===== config.mk =====
export PLATFORM = sky130hd
export DESIGN_NAME = fp_trap_exception_unit
export DESIGN_NICKNAME = d
export VERILOG_FILES = /design/src/fp_trap_pkg.sv /design/src/fp_trap_exception_unit.sv
export VERILOG_INCLUDE_DIRS = /design/src
export SDC_FILE = /design/constraint.sdc
export NUM_CORES = 1
export LEC_CHECK = 0
export BUFFER_PORTS_ARGS = -buffer_cell sky130_fd_sc_hd__buf_2
export CORE_ASPECT_RATIO = 0.9
export CORE_MARGIN = 2
export CORE_UTILIZATION = 30
export CTS_BUF_LIST = sky130_fd_sc_hd__clkbuf_4
export CTS_CLUSTER_SIZE = 30
export DETAILED_ROUTE_END_ITERATION = 7
export PLACE_DENSITY_LB_ADDON = 0.25
export SLEW_MARGIN = 20
export SYNTH_ARGS = -nofsm -noshare
export SYNTH_HDL_FRONTEND = slang
export SYNTH_SLANG_ARGS = --single-unit

===== constraint.sdc =====
create_clock -name sys_clk -period 5.4 [get_ports sys_clk]
set_clock_uncertainty 0.1 [all_clocks]
set_input_delay 1.08 -clock sys_clk [delete_from_list [all_inputs] [get_ports sys_clk]]
set_output_delay 1.08 -clock sys_clk [all_outputs]
set_load 0.01 [all_outputs]

===== src/fp_trap_cfg.svh =====
// Purpose : constants for the fp trap and exception unit
// Assumes : included by bare name
// Notes   : offsets are byte addresses on the register port
`ifndef FP_TRAP_CFG_SVH
`define FP_TRAP_CFG_SVH

// ==========================================================
// register offsets
`define ADDR_W          8
`define OFS_STATE       8'h00
`define OFS_CTRL        8'h04

// ==========================================================
// state and control register field positions
`define CEXC_LSB        0
`define AEXC_LSB        5
`define TTYPE_LSB       14
`define MASK_LSB        23
`define CTRL_EN_BIT     0

// ==========================================================
// exception bit order inside a 5-bit group
`define EXC_INEXACT     0
`define EXC_DIVZERO     1
`define EXC_UNDER       2
`define EXC_OVER        3
`define EXC_BADOP       4

// ==========================================================
// trap vectors and trap type codes
`define VEC_FPU_OFF     9'h020
`define VEC_IEEE        9'h021
`define VEC_INCOMPLETE  9'h022
`define TTYPE_IEEE      3'h1
`define TTYPE_NOT_DONE  3'h2
`define TTYPE_NOT_PROV  3'h3

// ==========================================================
// reset values
`define MASK_RST        5'h00
`define EN_RST          1'h0

`endif


===== src/fp_trap_pkg.sv =====
// Purpose : types for the fp trap and exception unit
// Assumes : nothing
// Notes   : groups run bad op, overflow, underflow, div zero, inexact high to low
package fp_trap_pkg;

  // ========================================================
  // default result chosen for the destination register
  typedef enum logic [1:0] {
    RES_COMPUTED = 2'b00,
    RES_INFINITY = 2'b01,
    RES_ZERO     = 2'b10
  } res_sel_t;

  // ========================================================
  // one finished operation from the datapath
  typedef struct packed {
    logic        valid;
    logic [63:0] pc;
    logic        not_completed;
    logic        not_provided;
    logic        is_divide;
    logic        divisor_zero;
    logic        nan_source;
    logic        int_no_fit;
    logic        overflow;
    logic        tiny;
    logic        inexact;
    logic        r_subnormal;
    logic        gross_uf;
  } op_req_t;

  // ========================================================
  // answer to the pipeline
  typedef struct packed {
    logic        done;
    logic        dest_we;
    logic        fcc_we;
    res_sel_t    sel;
    logic        trap;
    logic [8:0]  vector;
    logic [63:0] pc;
  } op_rsp_t;

  // ========================================================
  // all state of the unit
  typedef struct packed {
    logic [4:0]  cexc;
    logic [4:0]  aexc;
    logic [4:0]  trap_mask;
    logic [2:0]  ttype;
    logic        en;
    op_rsp_t     rsp;
    logic [31:0] rdata;
  } state_t;

endpackage : fp_trap_pkg


===== src/fp_trap_exception_unit.sv =====
// Purpose : fp trap classification, masking and flag update
// Assumes : op inputs and register port are on sys_clk
// Notes   : one op per cycle, answer one cycle later
//
// Overview of operation
// RULE1: every fault goes to one of three trap vectors
// RULE2: unit off traps to vector 020 hex and sets no flags
// RULE3: unfinished or unimplemented operation takes the incomplete trap
// RULE4: trap type 3 unimplemented, 2 unfinished, 1 ieee, unchanged when off
// RULE5: traps are precise; faulting address is reported to the pipeline
// RULE6: trap leaves destination, condition codes and accrued bits alone
// RULE7: ieee trap sets matching current bit; other traps leave them
// RULE8: priority is unit off, then incomplete, then ieee
// RULE9: each of the five exceptions has its own enable bit
// RULE10: masked exception sets current bits and writes default result
// RULE11: nan source or unfit integer result gives bad operation
// RULE12: overflow also raises inexact
// RULE13: masked valid overflow writes infinity
// RULE14: underflow is judged on the unrounded result
// RULE15: gross underflow gives zero and raises inexact; code raises only underflow when tiny with underflow and inexact both masked
// RULE16: untrapped underflow result is zero, subnormal or least normal
// RULE17: no exponent wrap; trapped keeps registers, untrapped gives default
// RULE18: divide by zero comes only from divide with zero divisor
// RULE19: rounded differs from exact sets inexact current, accrued if untrapped; code sets neither when tiny with underflow and inexact both masked
// RULE20: int to float inexact beyond 23 or 52 fraction bits
// RULE21: underflow enabled traps on tiny; exact tiny only if subnormal
// RULE22: underflow masked and exact tiny sets nothing
// RULE23: masked tiny inexact traps on inexact enable, else sets uf bits
`timescale 1ns/100ps
`include "fp_trap_cfg.svh"

module fp_trap_exception_unit (
  // clock and reset
  input  wire logic                  sys_clk,
  input  wire logic                  arst_n,
  // register port
  input  wire logic [`ADDR_W-1:0]    reg_addr,
  input  wire logic [31:0]           reg_wdata,
  input  wire logic                  reg_wr,
  input  wire logic                  reg_rd,
  output logic      [31:0]           reg_rdata,
  // operation from the datapath
  input  wire fp_trap_pkg::op_req_t  op_req,
  // answer to the pipeline
  output fp_trap_pkg::op_rsp_t       op_rsp
);

  // ========================================================
  // reset release
  logic rst_meta_q;
  logic rst_n_q;

  // two flops release the async reset
  always_ff @(posedge sys_clk or negedge arst_n) begin
    if (!arst_n) begin
      rst_meta_q <= 1'b0;
      rst_n_q    <= 1'b0;
    end else begin
      rst_meta_q <= 1'b1;
      rst_n_q    <= rst_meta_q;
    end
  end

  // ========================================================
  // state
  fp_trap_pkg::state_t s_q;
  fp_trap_pkg::state_t s_d;

  // exception working set
  logic [4:0] exc;
  logic [4:0] hit;
  logic       inexact_raw;
  logic       under_exc;
  logic       inexact_tiny;

  // raw exception detection
  always_comb begin
    inexact_raw  = op_req.inexact | op_req.gross_uf;   // RULE15 RULE19 RULE20
    under_exc    = 1'b0;
    inexact_tiny = 1'b0;
    // tininess from the unrounded result
    if (op_req.tiny) begin                             // RULE14
      if (s_q.trap_mask[`EXC_UNDER]) begin
        under_exc = inexact_raw | op_req.r_subnormal;  // RULE21
      end else if (inexact_raw) begin
        if (s_q.trap_mask[`EXC_INEXACT]) begin
          inexact_tiny = 1'b1;                         // RULE23
        end else begin
          under_exc = 1'b1;                            // RULE23
        end
      end
    end
    exc               = 5'h00;
    exc[`EXC_BADOP]   = op_req.nan_source | op_req.int_no_fit;   // RULE11
    exc[`EXC_OVER]    = op_req.overflow;
    exc[`EXC_UNDER]   = under_exc;
    exc[`EXC_DIVZERO] = op_req.is_divide & op_req.divisor_zero;  // RULE18
    // exact tiny results raise inexact only through overflow
    if (op_req.tiny) begin
      exc[`EXC_INEXACT] = op_req.overflow | inexact_tiny
                        | (inexact_raw & s_q.trap_mask[`EXC_UNDER]);  // RULE22
    end else begin
      exc[`EXC_INEXACT] = op_req.overflow | inexact_raw;  // RULE12 RULE19
    end
    hit = exc & s_q.trap_mask;                         // RULE9
  end

  // next state
  always_comb begin
    s_d            = s_q;
    s_d.rsp.done   = 1'b0;
    s_d.rsp.trap   = 1'b0;
    s_d.rsp.dest_we = 1'b0;
    s_d.rsp.fcc_we = 1'b0;
    s_d.rdata      = 32'h0000_0000;

    // register reads, data stands one cycle
    if (reg_rd) begin
      case (reg_addr)
        `OFS_STATE: begin
          s_d.rdata[`CEXC_LSB +: 5]  = s_q.cexc;
          s_d.rdata[`AEXC_LSB +: 5]  = s_q.aexc;
          s_d.rdata[`TTYPE_LSB +: 3] = s_q.ttype;
          s_d.rdata[`MASK_LSB +: 5]  = s_q.trap_mask;
        end
        `OFS_CTRL: begin
          s_d.rdata[`CTRL_EN_BIT] = s_q.en;
        end
        default: begin
          s_d.rdata = 32'h0000_0000;
        end
      endcase
    end

    // register writes
    if (reg_wr) begin
      case (reg_addr)
        `OFS_STATE: begin
          s_d.cexc = reg_wdata[`CEXC_LSB +: 5];
          s_d.aexc = reg_wdata[`AEXC_LSB +: 5];
          s_d.trap_mask = reg_wdata[`MASK_LSB +: 5];
        end
        `OFS_CTRL: begin
          s_d.en = reg_wdata[`CTRL_EN_BIT];
        end
        default: begin
          s_d.en = s_q.en;
        end
      endcase
    end

    // operation outcome, highest priority first
    if (op_req.valid) begin
      s_d.rsp.done = 1'b1;
      s_d.rsp.pc   = op_req.pc;                        // RULE5
      s_d.rsp.sel  = fp_trap_pkg::RES_COMPUTED;
      if (!s_q.en) begin                               // RULE8
        s_d.rsp.trap   = 1'b1;                         // RULE1
        s_d.rsp.vector = `VEC_FPU_OFF;                 // RULE2
      end else if (op_req.not_provided | op_req.not_completed) begin
        s_d.rsp.trap   = 1'b1;                         // RULE3
        s_d.rsp.vector = `VEC_INCOMPLETE;
        s_d.ttype      = op_req.not_provided ?
                         `TTYPE_NOT_PROV : `TTYPE_NOT_DONE;    // RULE4
      end else if (|hit) begin
        s_d.rsp.trap   = 1'b1;                         // RULE6 RULE17
        s_d.rsp.vector = `VEC_IEEE;
        s_d.ttype      = `TTYPE_IEEE;                  // RULE4
        s_d.cexc       = s_d.cexc | hit;               // RULE7
      end else begin
        // untrapped: flags and default result
        s_d.cexc        = s_d.cexc | exc;              // RULE10
        s_d.aexc        = s_d.aexc | exc;              // RULE19
        s_d.rsp.dest_we = 1'b1;
        s_d.rsp.fcc_we  = 1'b1;
        if (op_req.overflow && !exc[`EXC_BADOP]) begin
          s_d.rsp.sel = fp_trap_pkg::RES_INFINITY;     // RULE13
        end else if (op_req.gross_uf) begin
          s_d.rsp.sel = fp_trap_pkg::RES_ZERO;         // RULE15 RULE16
        end
      end
    end
  end

  // state register
  always_ff @(posedge sys_clk or negedge rst_n_q) begin
    if (!rst_n_q) begin
      s_q       <= '0;
      s_q.trap_mask <= `MASK_RST;
      s_q.en    <= `EN_RST;
    end else begin
      s_q <= s_d;
    end
  end

  // outputs straight from flops
  assign reg_rdata = s_q.rdata;
  assign op_rsp    = s_q.rsp;

endmodule : fp_trap_exception_unit


## Word-level counts from Yosys, hierarchy flattened

Index checks and enable logic that the tools add are counted.

- Output and inout port bits: 111
- Register bits after elaboration: 128
- Logic and storage cells: 72

- Reduce and logical (&&, ||, !) cells: 9
- Eq/ne operators: 2
- Bitwise gates (word level): 13
- Muxes and demuxes: 33

Operator list:

| operator | number |
|---|---|
| $mux 79 | 1 |
| $mux 10 | 6 |
| $mux 15 | 2 |
| $mux 28 | 1 |
| $mux 5 | 3 |
| $or 5x5->5 | 3 |
| $mux 4 | 3 |
| $mux 1 | 10 |
| $mux 3 | 3 |
| $mux 9 | 1 |
| $eq 8x3->1 const B | 1 |
| $logic_not 8->1 | 1 |
| $or 1x1->1 | 7 |
| $reduce_and 2->1 | 3 |
| $and 5x5->5 | 1 |
| $reduce_or 5->1 | 1 |
| $mux 2 | 2 |
| $ne 3x1->1 const B | 1 |
| $reduce_and 3->1 | 1 |
| $and 1x1->1 | 2 |
| $pmux 1 s2 | 1 |
| $reduce_bool 2->1 | 1 |
| $logic_and 1x1->1 | 1 |
| $logic_not 1->1 | 1 |

## Logic depth before layout (Yosys ltp)

- Depth after elaboration: 13
- Mapped depth: 6
- Gate-level depth less buffers: 4

## Least setup slack after synthesis

Ideal clock, no wire load.

- Path kind: input to register
- From: input port reg_addr[5]
- To: register s_q[127] (netlist name)
- Slack: 2884 ps
- Data arrival time: 2292 ps
- Buffers on the path: 1
- Cell stages on the path: 5
- Path through: nor4_2 and4b_1 buf_4 mux2_1 a211o_1

RTL lines:

| element | RTL line | source |
|---|---|---|
| from (decl) | fp_trap_exception_unit.sv:37 | `` input wire logic [`ADDR_W-1:0] reg_addr, `` |
| to (decl) | fp_trap_exception_unit.sv:66 | `fp_trap_pkg::state_t s_q;` |

==> impl_metrics.py <==
metrics = {
    "clock_tree": {
        "clkSinkCount": 109,
        "cts_hold_buffers": 0,
        "post_cts_resized": 0,
        "cts_tree": "built",
        "insertion_delay_ns": 0.48,
        "cts_buffer_depth": 2,
        "clkTransAtPathRegs_ns": 0.17,
        "cts-buffers-inserted": 9,
        "htreeDepth": 3,
        "post_cts_buffers": 0,
        "root_buffer": "clkbuf_4",
    },
    "global_routing": {
        "track_usage_pct": 11.6,
        "grt_pass1_wl_um": 16000,
        "grt_pass1_vias": 3076,
        "grt_max_degree": 61,
        "antenna_found_initial": 0,
        "gr-total-overflow": 0,
    },
    "yosys": {
        "synth.avg_cell_area_um2": 12.6,
        "synth_area_leaders": "dfrtp_1 54%, buf_4 17%, mux2_2 11%, mux2_1 4.9%, and2_1 2.0%",
        "synth.cells.most_frequent": "112 x buf_4, 109 x dfrtp_1, 49 x mux2_2",
        "yosysUniqueCellTypes": 43,
        "synth-async-reset-ratio_pct": 100,
        "synth-edff-count": 0,
        "synth_flop_cell": "dfrtp_1",
        "ys_seq_area_share_pct": 54.0,
        "synthesis.area_mm2": 0.00505,
        "yosysMostFrequentCell": "buf_4",
        "syn_inst": 400,
        "synth_largest_area_cell": "dfrtp_1",
        "ys_seq_elements": 109,
        "synth-warning-count": 0,
        "synth_top_area_share_pct": 54.0,
    },
    "worst_setup_path": {
        "cp-end-kind": "register",
        "crit_type": "input port to register",
        "critPathMaxFanout": 19,
        "cp_data_arrival_time_ns": 2.64,
        "worstSetupStartpointType": "input port",
        "cp.required_ns": 5.68,
    },
    "floorplan": {
        "die_h_um": 127,
        "core_mm2": 0.0167,
        "start_util_pct": 30.3,
        "chipWidth_um": 141,
        "row_count": 45,
        "ioPinCount": 231,
        "dieArea_mm2": 0.0179,
    },
    "detailed_routing": {
        "antenna_left": 0,
        "drt-total-wl_um": 10200,
        "avgViaCountPerCell": 4.21,
        "dr.pass1.iters": 4,
        "drt-initial-drc-count": 51,
        "drt-wirelength-per-cell_um": 14.2,
        "vias": 3029,
        "remaining_drc_errors": 0,
    },
    "min_path": {
        "min_path_type": "input port to async pin",
    },
    "timing": {
        "worst_pin_slew_ns": 0.816,
        "fin_crit_ns": 2.36,
        "fin_setup_tns_ns": 0,
        "finalHoldViolCount": 0,
        "fmax_ghz": 0.423,
        "setup_viol": 0,
        "rsz0062_at_grt": "false",
        "period_share_pct": 43.8,
        "max-slew-margin-rel_pct": 45.4,
        "fin_ws_ns": 3.04,
        "drv_slew": 0,
        "whs_ns": 0.248,
    },
    "run": {
        "drv_cap": 0,
    },
    "power": {
        "p_leak_nw": 2.85,
        "vdd.ir_drop.worst_mv": 0.134,
        "cellPowerDensity_mw_per_mm2": 284,
    },
    "layout": {
        "fillers": 1695,
        "final_nets": 624,
        "seqCellArea_mm2": 0.00273,
        "antennaDiodeCount": 0,
        "area_growth_pct": 11.8,
        "multiInputGateArea_mm2": 0.00150,
        "layout-drive-gt1-share_pct": 52.5,
    },
    "placement": {
        "pre_cts_slack_ns": 2.51,
        "place_congestion": 0.773,
        "hpwl_um": 7880,
        "portBuffers": 192,
    },
    "status": {
        "status": "completed",
    },
}
[final timing paths]
path	cells past startpoint	end	slack [ns]	from
min	1	rst_meta_q$_DFF_PN0_	0.25	arst_n
max reg2reg	1	op_rsp[41]$_DFFE_PN0P_	3.71	rst_n_q$_DFF_PN0_
max in group asynchronous	1	op_rsp[41]$_DFFE_PN0P_	3.71	rst_n_q$_DFF_PN0_
min reg2reg	0	op_rsp[17]$_DFFE_PN0P_	0.27	rst_n_q$_DFF_PN0_
max	6	s_q[128]$_DFF_PN0_	3.04	reg_addr[5]
min in group sys_clk	0	rst_n_q$_DFF_PN0_	0.28	rst_meta_q$_DFF_PN0_
[final cells by class]
type,instances,share of cell area (%)
timing repair buffer,195,17.4
sequential,109,48.3
inverter,3,0.199
clock buffer,9,1.20
tap,211,4.67
clock inverter,7,1.68
multi-input combinational,186,26.5
[state kept, by name (all words and copies together) (netlist names)]
signal / count
rst_meta_q: 1
reg_rdata: 17
op_rsp: 72
s_q: 18
rst_n_q: 1
[metrics by stage]
| step | util [%] | power, mW | cells | cell area [um^2] |
|---|---|---|---|---|
| 2_1_floorplan | - | 1.13 | 420 | 5130 |
| 3_3_place_gp | 32.9 | 1.16 | 704 | 5490 |
| 3_5_place_dp | 32.9 | 1.17 | 704 | 5490 |
| 4_1_cts | 33.9 | 1.65 | 720 | 5650 |
| 5_1_grt | 33.9 | 1.70 | 720 | 5650 |
| 6_report | 33.9 | 1.60 | 720 | 5650 |
[per-layer routing]
metal	up-vias	global-route usage, %	wire, um	part of all wire (%)
li1	1435	-	-	-
met1	1464	14.4	4520	44
met2	122	19.3	4860	47
met3	8	3.75	711	7.0
met4	0	3.82	133	1.3
met5	-	0	0	0
[where the power goes]
part	switching, mW	internal [mW]	leakage (nW)	total [mW]
clock network	0.267	0.190	0.0867	0.457
logic	0.115	0.116	1.42	0.231
registers	0.0371	0.879	1.35	0.917
[cell usage in the layout (no fill, tap or decap), drive strengths merged, types with 2 or more instances in the layout]
cell type and count:
clkinv 2, a211o 2, nor2b 3, and2 16, inv 5, o21ai 7, nor3 4, nand2 12
nor2 11, dfrtp 109, a32o 2, mux2i 6, o31ai 3, bufinv 2, conb 22, nand3 5
buf 195, clkbuf 9, a21oi 3, mux2 71, a221o 3
[critical path, stage by stage]
cell and delay [ns]:
buf_2 0.10, nor4_2 0.35, and4b_1 0.26, buf_4 0.27, mux2_1 0.35, a211o_1 0.22
[cell families after synthesis]
family | after synthesis | share of synthesized area [%]
AOI/OAI and AO/OA | 27 | 4.36
DFF | 109 | 54.0
and+or+nand+nor | 60 | 6.63
other | 2 | 0.149
muxes | 77 | 17.0
buffers and inverters | 125 | 17.9
(Power assumes the default switching activity.)
